### src/vip_pkg.sv
/*
 * Package for the vectored interrupt prioritizer: register offsets, field
 * positions, reset values and the vector arithmetic constants.
 * Assumes a single core clock domain and a simple strobe register port.
 */
// Overview of operation
// - Vectored mode needs support=1, ext=0, spacing nonzero, special=1, boot=0.
// - Each of eight hardware lines is an independent request, never encoded.
// - Qualified request is pending bit AND its mask bit, all ten positions.
// - Interrupt when any qualified, enable set, exception and error levels clear.
// - Hardware line 7 highest; lines 7..0 give vectors 9..2.
// - Software requests rank below hardware; soft 1 gives 1, soft 0 gives 0.
// - Among several requests, output the single highest-priority vector number.
// - Each vector may select a shadow register set for its handler.
// - Offset is vector times spacing times 32 bytes, added to base 0x200.
// - Vector numbers in vectored mode lie only in 0..9.
// - Spacing resets to zero; zero means compatibility mode.
`default_nettype none

package vip_pkg;
	// ------------------------------------------------------------
	// Register map
	// ------------------------------------------------------------
	localparam logic [3:0] ADDR_CTRL     = 4'h0; // spacing, special, boot, enable, levels
	localparam logic [3:0] ADDR_MASK     = 4'h1; // per-line mask bits
	localparam logic [3:0] ADDR_SOFT     = 4'h2; // two software requests
	localparam logic [3:0] ADDR_STATUS   = 4'h3; // pending bits, vector, mode
	localparam logic [3:0] ADDR_OFFSET   = 4'h4; // exception vector offset
	localparam logic [3:0] ADDR_SHADOW   = 4'h5; // shadow map, vectors 0..7
	localparam logic [3:0] ADDR_SHADOW_H = 4'h6; // shadow map, vectors 8..9
	localparam logic [3:0] ADDR_CONFIG   = 4'h7; // support flags, timer line

	// ------------------------------------------------------------
	// Control field positions
	// ------------------------------------------------------------
	localparam int CTRL_VS_LSB  = 0;  // spacing field [4:0]
	localparam int CTRL_IV_BIT  = 8;  // special vector select
	localparam int CTRL_BEV_BIT = 9;  // boot vector select
	localparam int CTRL_IE_BIT  = 10; // global enable
	localparam int CTRL_EXL_BIT = 11; // exception level
	localparam int CTRL_ERL_BIT = 12; // error level

	// ------------------------------------------------------------
	// Widths and reset values
	// ------------------------------------------------------------
	localparam int NUM_REQ = 10;
	localparam int NUM_HW  = 8;
	localparam logic [4:0]  VS_RST     = 5'h00;
	localparam logic        IV_RST     = 1'b0;
	localparam logic        BEV_RST    = 1'b1;
	localparam logic [9:0]  MASK_RST   = 10'h000;
	localparam logic [29:0] SHADOW_RST = 30'h0000_0000;
	localparam logic        VECTORED_SUPPORT_FLAG_FLAG  = 1'b1;   // vectored support always present
	localparam logic [2:0]  TIMER_LINE = 3'h7;   // hardware line carrying the timer
	localparam logic [15:0] VEC_BASE   = 16'h0200;
	localparam logic [15:0] COMPAT_OFS = 16'h0180;
	localparam logic [3:0]  VEC_MAX    = 4'h9;
endpackage : vip_pkg

`default_nettype wire

### src/vip_prio_enc.sv
/*
 * Fixed-priority encoder over ten qualified requests.
 * Assumes requests arrive already qualified and synchronous.
 */
`default_nettype none

module vip_prio_enc (
	// Qualified requests, bit 9 is hardware line 7
	input  wire logic [9:0] req_in,
	// Encoded result
	output logic            any_out,
	output logic [3:0]      vec_out
);
	import vip_pkg::*;

	// Scan from bit 0 upward; a later set bit overwrites, so the highest set bit wins
	always_comb begin
		any_out = |req_in;
		vec_out = 4'h0;
		for (int i = 0; i < NUM_REQ; i++) begin
			if (req_in[i]) begin
				vec_out = 4'(i);
			end
		end
	end
endmodule : vip_prio_enc

`default_nettype wire

### src/vip_sync.sv
/*
 * Two-flop synchroniser bank for the eight hardware request pins.
 * Assumes the pins are asynchronous to the core clock.
 */
`default_nettype none

module vip_sync (
	// Clock and reset
	input  wire logic       clk_in,
	input  wire logic       rstn_in,
	input  wire logic       ce_in,
	// Raw and synchronised lines
	input  wire logic [7:0] d_in,
	output logic [7:0]      q_out
);
	typedef struct packed {
		logic [7:0] meta;
		logic [7:0] sync;
	} vip_sync_s;

	vip_sync_s st_ff;
	vip_sync_s nxt_st;

	// First stage feeds only the second stage
	always_comb begin
		nxt_st = st_ff;
		if (ce_in) begin
			nxt_st.meta = d_in;
			nxt_st.sync = st_ff.meta;
		end
	end

	always_ff @(posedge clk_in or negedge rstn_in) begin
		if (!rstn_in) begin
			st_ff <= '0;
		end else begin
			st_ff <= nxt_st;
		end
	end

	assign q_out = st_ff.sync;
endmodule : vip_sync

`default_nettype wire

### src/vip_top.sv
/*
 * Vectored interrupt prioritizer: masks and gates ten requests, picks the
 * highest one, forms the vector offset and shadow set, registers results.
 * Assumes the timer is already merged into a hardware line outside.
 */
`default_nettype none

module vip_top (
	// Clock, reset, enable
	input  wire logic        clk_in,
	input  wire logic        rstn_in,
	input  wire logic        ce_in,
	// Static strap
	input  wire logic        ext_controller_support_flag_in,
	// Hardware request lines
	input  wire logic [7:0]  hw_line_in,
	// Register port
	input  wire logic [3:0]  addr_in,
	input  wire logic [31:0] wdata_in,
	input  wire logic        wr_in,
	input  wire logic        rd_in,
	output logic [31:0]      rdata_out,
	// Pipeline side
	output logic             irq_out,
	output logic [3:0]       vector_out,
	output logic [15:0]      vec_offset_out,
	output logic [2:0]       shadow_set_out,
	output logic             vectored_mode_out
);
	import vip_pkg::*;

	// ------------------------------------------------------------
	// State
	// ------------------------------------------------------------
	typedef struct packed {
		logic [4:0]  vector_spacing;
		logic        special_vector_select;
		logic        boot_vector_select;
		logic        global_irq_enable;
		logic        exception_level_bit;
		logic        error_level_bit;
		logic [9:0]  line_mask_bits;
		logic [1:0]  soft_req;
		logic [29:0] shadow_map;      // 3 bits per vector
		logic        ext_flag;
		logic        irq;
		logic [3:0]  vec;
		logic [15:0] ofs;
		logic [2:0]  shadow;
		logic        vmode;
		logic [31:0] rdata;
	} vip_top_s;

	vip_top_s st_ff;
	vip_top_s nxt_st;

	logic [7:0] hw_sync;
	logic [9:0] pending_request_bits;
	logic [9:0] qualified;
	logic       any_req;
	logic [3:0] enc_vec;
	logic       vmode;
	logic       irq_en;

	// Pins cross into the core clock first
	vip_sync u_sync (
		.clk_in  (clk_in),
		.rstn_in (rstn_in),
		.ce_in   (ce_in),
		.d_in    (hw_line_in),
		.q_out   (hw_sync)
	);

	// ------------------------------------------------------------
	// Request qualification
	// ------------------------------------------------------------
	// Lines stay separate bits; no encoding of the hardware field
	assign pending_request_bits = {hw_sync, st_ff.soft_req};
	assign qualified = pending_request_bits & st_ff.line_mask_bits;

	vip_prio_enc u_enc (
		.req_in  (qualified),
		.any_out (any_req),
		.vec_out (enc_vec)
	);

	// Mode decode; zero spacing falls back to compatibility
	assign vmode = VECTORED_SUPPORT_FLAG_FLAG && !st_ff.ext_flag && (st_ff.vector_spacing != 5'h00)
		&& st_ff.special_vector_select && !st_ff.boot_vector_select;

	assign irq_en = st_ff.global_irq_enable && !st_ff.exception_level_bit
		&& !st_ff.error_level_bit;

	// Offset arithmetic: vector scaled by spacing times 32 bytes
	function automatic logic [15:0] vip_vec_ofs(input logic [3:0] v, input logic [4:0] vs);
		logic [15:0] prod;
		prod = 16'(16'(v) * 16'(vs));
		return VEC_BASE + 16'(prod << 5);
	endfunction : vip_vec_ofs

	// Shadow set lookup for a vector
	function automatic logic [2:0] vip_shadow(input logic [29:0] map, input logic [3:0] v);
		logic [2:0] s;
		s = 3'h0;
		for (int i = 0; i < NUM_REQ; i++) begin
			if (v == 4'(i)) begin
				s = map[3*i +: 3];
			end
		end
		return s;
	endfunction : vip_shadow

	// ------------------------------------------------------------
	// Next state
	// ------------------------------------------------------------
	always_comb begin
		nxt_st = st_ff;
		if (ce_in) begin
			// Register writes
			if (wr_in) begin
				unique case (addr_in)
					ADDR_CTRL: begin
						nxt_st.vector_spacing        = wdata_in[CTRL_VS_LSB +: 5];
						nxt_st.special_vector_select = wdata_in[CTRL_IV_BIT];
						nxt_st.boot_vector_select    = wdata_in[CTRL_BEV_BIT];
						nxt_st.global_irq_enable     = wdata_in[CTRL_IE_BIT];
						nxt_st.exception_level_bit   = wdata_in[CTRL_EXL_BIT];
						nxt_st.error_level_bit       = wdata_in[CTRL_ERL_BIT];
					end
					ADDR_MASK: nxt_st.line_mask_bits = wdata_in[9:0];
					ADDR_SOFT: nxt_st.soft_req = wdata_in[1:0];
					ADDR_SHADOW: nxt_st.shadow_map[23:0] = wdata_in[23:0];
					ADDR_SHADOW_H: nxt_st.shadow_map[29:24] = wdata_in[5:0];
					default: begin
					end
				endcase
			end
			// Reads: data stands the cycle after the strobe, then clears; held while the clock enable is low
			nxt_st.rdata = 32'h0000_0000;
			if (rd_in) begin
				unique case (addr_in)
					ADDR_CTRL: nxt_st.rdata = {19'h0, st_ff.error_level_bit,
						st_ff.exception_level_bit, st_ff.global_irq_enable,
						st_ff.boot_vector_select, st_ff.special_vector_select,
						3'h0, st_ff.vector_spacing};
					ADDR_MASK: nxt_st.rdata = {22'h0, st_ff.line_mask_bits};
					ADDR_SOFT: nxt_st.rdata = {30'h0, st_ff.soft_req};
					ADDR_STATUS: nxt_st.rdata = {11'h0, st_ff.vmode, st_ff.vec,
						st_ff.irq, 5'h0, pending_request_bits};
					ADDR_OFFSET: nxt_st.rdata = {16'h0, st_ff.ofs};
					ADDR_SHADOW: nxt_st.rdata = {8'h0, st_ff.shadow_map[23:0]};
					ADDR_SHADOW_H: nxt_st.rdata = {26'h0, st_ff.shadow_map[29:24]};
					ADDR_CONFIG: nxt_st.rdata = {24'h0, 1'b0, TIMER_LINE,
						2'h0, st_ff.ext_flag, VECTORED_SUPPORT_FLAG_FLAG};
					default: nxt_st.rdata = 32'h0000_0000;
				endcase
			end
			// Strap is steady; sample it each clock-enabled cycle after reset release
			nxt_st.ext_flag = ext_controller_support_flag_in;
			// Registered request and matching vector, same cycle
			nxt_st.vmode  = vmode;
			nxt_st.irq    = any_req && irq_en;
			nxt_st.vec    = (enc_vec > VEC_MAX) ? VEC_MAX : enc_vec;
			nxt_st.ofs    = vmode ? vip_vec_ofs(enc_vec, st_ff.vector_spacing)
				: (st_ff.special_vector_select ? VEC_BASE : COMPAT_OFS);
			nxt_st.shadow = vmode ? vip_shadow(st_ff.shadow_map, enc_vec) : 3'h0;
		end
	end

	// ------------------------------------------------------------
	// State register
	// ------------------------------------------------------------
	always_ff @(posedge clk_in or negedge rstn_in) begin
		if (!rstn_in) begin
			st_ff <= '0;
			st_ff.vector_spacing        <= VS_RST;
			st_ff.special_vector_select <= IV_RST;
			st_ff.boot_vector_select    <= BEV_RST;
			st_ff.line_mask_bits        <= MASK_RST;
			st_ff.shadow_map            <= SHADOW_RST;
			st_ff.ofs                   <= COMPAT_OFS;
		end else begin
			st_ff <= nxt_st;
		end
	end

	// Outputs from flops
	assign rdata_out         = st_ff.rdata;
	assign irq_out           = st_ff.irq;
	assign vector_out        = st_ff.vec;
	assign vec_offset_out    = st_ff.ofs;
	assign shadow_set_out    = st_ff.shadow;
	assign vectored_mode_out = st_ff.vmode;
endmodule : vip_top

`default_nettype wire

### config.mk
export PLATFORM = sky130hd
export DESIGN_NAME = vip_top
export DESIGN_NICKNAME = d
export VERILOG_FILES = /design/src/vip_pkg.sv /design/src/vip_prio_enc.sv /design/src/vip_sync.sv /design/src/vip_top.sv
export SDC_FILE = /design/constraint.sdc
export NUM_CORES = 1
export LEC_CHECK = 0
export ABC_AREA = 1
export ABC_CLOCK_PERIOD_IN_PS = 5900
export BUFFER_PORTS_ARGS = -buffer_cell sky130_fd_sc_hd__buf_2
export CORE_UTILIZATION = 34
export CTS_CLUSTER_DIAMETER = 200
export DETAILED_ROUTE_END_ITERATION = 7
export MAX_ROUTING_LAYER = met4
export SYNTH_ARGS = -nofsm -noshare
export SYNTH_HDL_FRONTEND = slang
export SYNTH_SLANG_ARGS = --single-unit
### constraint.sdc
create_clock -name clk_in -period 5.9 [get_ports clk_in]
set_input_delay 0.59 -clock clk_in [delete_from_list [all_inputs] [get_ports clk_in]]
set_output_delay 0.59 -clock clk_in [all_outputs]
set_load 0.01 [all_outputs]
==> qor.log <==
qor: pwr.ir_worst_vdd 0.000135 V
qor: worst_hold_path.hold_class input port to async pin
qor: drt.detail_route.wirelength 16500 um
qor: drt.post-route-drc-count 0
qor: layout.finalCoreUtilization 38.3%
qor: drt.dr.pass1.iters 5
qor: floorplan.initial_utilization 35.3%
qor: floorplan.fp.dieArea 18700 um2
qor: drt.routed-wl-met2 7160 um
qor: setup_path.ff_to_ff_path_depth 17
qor: synthesis.synth_largest_type_area_fraction 44.3%
qor: clocking.cts_resized 0
qor: timing.grt_setup_unrepaired no
qor: setup_path.reg2reg_setup_slack 1950 ps
qor: clocking.clk-insertion-delay-late 360 ps
qor: layout.final.fill_count 1878
qor: setup_path.worstPathRequired 6120 ps
qor: place.final_wtd_congestion 0.949
qor: layout.num_antenna_cells 0
qor: clocking.cts.sink_count 112
qor: clocking.clock_path_buffers 2
qor: layout.design.final.nets 852
qor: floorplan.num_rows 48
qor: clocking.cts_post_setup_buffers_inserted 0
qor: synthesis.synth_ff_type sky130_fd_sc_hd__dfrtp_1
qor: synthesis.post_synthesis_sequential_element_count 112
qor: drt.post_drt_wl_per_cell 16.4 um
qor: drt.detailroute.wirelength.met3 954 um
qor: floorplan.top_level_ports 107
qor: layout.layout-drive-gt1-share 18.1%
qor: timing.timing.final.crit_share 67.0%
qor: global_route.grt_pass1_wl 25700 um
qor: synthesis.ys_types 46
qor: synthesis.async_flop_share 100%
qor: layout.final-instance-count-excl-fill 1011
qor: setup_path.start_kind register
qor: pwr.powerDensity 297 nW/um2
qor: setup_path.rr_endpoint vec_offset_out[12]$_DFFE_PN0P_
qor: job.drv.max_cap_violation_count 0
qor: place.post_placement_cell_area 6430 um2
qor: clocking.cts_tree done
qor: global_route.grt.overflow.total 0
qor: clocking.tritoncts.num_buffers 9
qor: clocking.ctsHoldBuffers 0
qor: layout.design_area 6700 um2
qor: setup_path.worstSetupEndpointType register
qor: global_route.globalRouteTotalUtil 19.3%
qor: timing.min_period 3950 ps
qor: floorplan.core-area 17500 um2
qor: synthesis.synthTopCellsByCount sky130_fd_sc_hd__nand2_1 (200), sky130_fd_sc_hd__dfrtp_1 (109), sky130_fd_sc_hd__o21ai_0 (77)
qor: timing.max_clock_freq 253 MHz
qor: timing.relSlewSlack 33.7%
qor: place.placement.setup.worst_slack 1980 ps
qor: clocking.cts_root_buffer sky130_fd_sc_hd__clkbuf_16
qor: timing.timing_worst_slew_pin_value 970 ps
qor: drt.route.detailed.vias_per_inst 4.85
qor: synthesis.synth-warning-count 0
qor: synthesis.synth_top_cells_by_area sky130_fd_sc_hd__dfrtp_1 (44%), sky130_fd_sc_hd__nand2_1 (12%), sky130_fd_sc_hd__buf_4 (6.7%)
qor: drt.top_layer met4
qor: synthesis.netlist_area 6160 um2
qor: timing.hold_ws 303 ps
qor: synthesis.synth_enable_flop_cells 0
qor: timing.finalSetupViolations 0
qor: global_route.grt_max_degree 62
qor: clocking.htree_num_levels 3
qor: timing.post-route-worst-setup-slack 1950 ps
qor: timing.setup-tns-final 0 ps
qor: synthesis.synth.yosys.seq_area_share 45.5%
qor: floorplan.die_h 137 um
qor: synthesis.post_synth_inst_count 751
qor: global_route.first_global_vias 4593
qor: timing.skew 14.1 ps
qor: setup_path.worstPathArrival 4170 ps
qor: layout.area_growth 8.65%
qor: global_route.grt_antenna_before_repair 0
qor: pwr.overall_power 1.99 mW
qor: drt.wl_met1 8140 um
qor: drt.route.vias.total 4905
qor: place.placed_cells 996
qor: place.io_buffers 84
qor: clocking.clk_pin_slew 70 ps
qor: setup_path.worstPathMaxFanout 13
qor: setup_path.regToRegStartpoint st_ff[99]$_DFFE_PN0P_
qor: synthesis.synthMostInstantiatedCell sky130_fd_sc_hd__nand2_1
qor: place.dp.final_hpwl 12600 um
qor: floorplan.die_w 137 um
qor: synthesis.synth_top_area_cell sky130_fd_sc_hd__dfrtp_1
qor: pwr.static-leakage-power 3.48 nW
qor: drt.drtIter0Drc 329
qor: timing.max_transition_viols_final 0
qor: setup_path.path_class register to register
qor: synthesis.post_synth.cell_area_avg 8.21 um2
qor: run_status.run_status finished clean
qor: drt.ant_nets 0
qor: timing.timing.final.hold_violations 0
==> per-layer routing <==
layer / global-route usage (%) / vias up
met5: - / -
met4: 6.30 / 0
met3: 2.93 / 18
met2: 27.8 / 154
met1: 27.6 / 2317
li1: - / 2416
==> report_power, final <==
group	switching, mW	internal [mW]
sequential	0.0915	0.867
combinational	0.303	0.154
clock	0.287	0.286
==> kinds of logic (layout without fill, tap and decap cells) <==
family | Yosys count | after routing | share of synthesized area [%]
fa+ha+maj | 20 | 20 | 4.79
buf+inv | 165 | 187 | 13.5
xor+xnor | 5 | 5 | 0.710
mux | 4 | 4 | 0.731
simple gates | 299 | 299 | 21.0
flops | 112 | 112 | 45.5
compound gates | 145 | 145 | 13.7
other cells | 1 | 14 | 0.0608
==> layout make-up <==
cell class | count | area, um2 | area share (%)
clock buffer | 9 | 225 | 3.36
timing repair buffer | 87 | 445 | 6.65
multi-input combinational | 487 | 2570 | 38.4
tap | 225 | 282 | 4.20
sequential | 112 | 2810 | 41.9
inverter | 85 | 322 | 4.80
clock inverter | 6 | 42.5 | 0.635
==> placed cells by master, fill, tap and decap left out, types with 3 or more instances in the layout <==
master and count:
sky130_fd_sc_hd__a2111oi_0 3, sky130_fd_sc_hd__a21oi_1 21, sky130_fd_sc_hd__a221oi_1 7, sky130_fd_sc_hd__buf_2 83, sky130_fd_sc_hd__buf_4 4, sky130_fd_sc_hd__clkbuf_16 9
sky130_fd_sc_hd__conb_1 14, sky130_fd_sc_hd__dfrtp_1 109, sky130_fd_sc_hd__dfstp_2 3, sky130_fd_sc_hd__fa_1 6, sky130_fd_sc_hd__ha_1 14, sky130_fd_sc_hd__inv_1 76
sky130_fd_sc_hd__inv_2 8, sky130_fd_sc_hd__mux2_2 4, sky130_fd_sc_hd__nand2_1 200, sky130_fd_sc_hd__nand2_2 8, sky130_fd_sc_hd__nand2_4 5, sky130_fd_sc_hd__nand3_1 18
sky130_fd_sc_hd__nand4_1 7, sky130_fd_sc_hd__nor2_1 47, sky130_fd_sc_hd__nor2_4 3, sky130_fd_sc_hd__nor3_1 4, sky130_fd_sc_hd__o21ai_0 77, sky130_fd_sc_hd__o21ai_1 7
sky130_fd_sc_hd__o221ai_1 4, sky130_fd_sc_hd__o22ai_1 11, sky130_fd_sc_hd__o31ai_1 3, sky130_fd_sc_hd__xor2_1 4
==> worst max path at each step <==
stage,to,startpoint
global placement,vec_offset_out[12]$_DFFE_PN0P_,st_ff[99]$_DFFE_PN0P_
detailed placement,vec_offset_out[12]$_DFFE_PN0P_,st_ff[99]$_DFFE_PN0P_
floorplan,vec_offset_out[12]$_DFFE_PN0P_,st_ff[96]$_DFFE_PN0P_
finish,vec_offset_out[12]$_DFFE_PN0P_,st_ff[99]$_DFFE_PN0P_
CTS,vec_offset_out[12]$_DFFE_PN0P_,st_ff[99]$_DFFE_PN0P_
global route,vec_offset_out[12]$_DFFE_PN0P_,st_ff[99]$_DFFE_PN0P_
==> critical path, stage by stage, from the launching register on <==
cell and delay [ps]:
sky130_fd_sc_hd__dfrtp_1 480, sky130_fd_sc_hd__nand2_4 160, sky130_fd_sc_hd__nand2_4 120, sky130_fd_sc_hd__inv_2 160
sky130_fd_sc_hd__nand2_4 140, sky130_fd_sc_hd__inv_4 140, sky130_fd_sc_hd__nand2_1 80, sky130_fd_sc_hd__fa_1 470
sky130_fd_sc_hd__inv_1 60, sky130_fd_sc_hd__fa_1 520, sky130_fd_sc_hd__fa_1 480, sky130_fd_sc_hd__a31oi_1 240
sky130_fd_sc_hd__xor2_1 100, sky130_fd_sc_hd__inv_1 100, sky130_fd_sc_hd__nand3_1 80, sky130_fd_sc_hd__or2_2 320
sky130_fd_sc_hd__nand3_1 70, sky130_fd_sc_hd__o21ai_0 80
==> sequential cells by signal, summed over array words and instances, names as in the netlist <==
signal                cells
irq_out                   1
pending_request_bits      2
rdata_out                24
shadow_set_out            3
st_ff                    51
u_sync.q_out              8
u_sync.st_ff              8
vec_offset_out           10
vector_out                4
vectored_mode_out         1
Note: power is estimated with default switching activity, not from simulation.
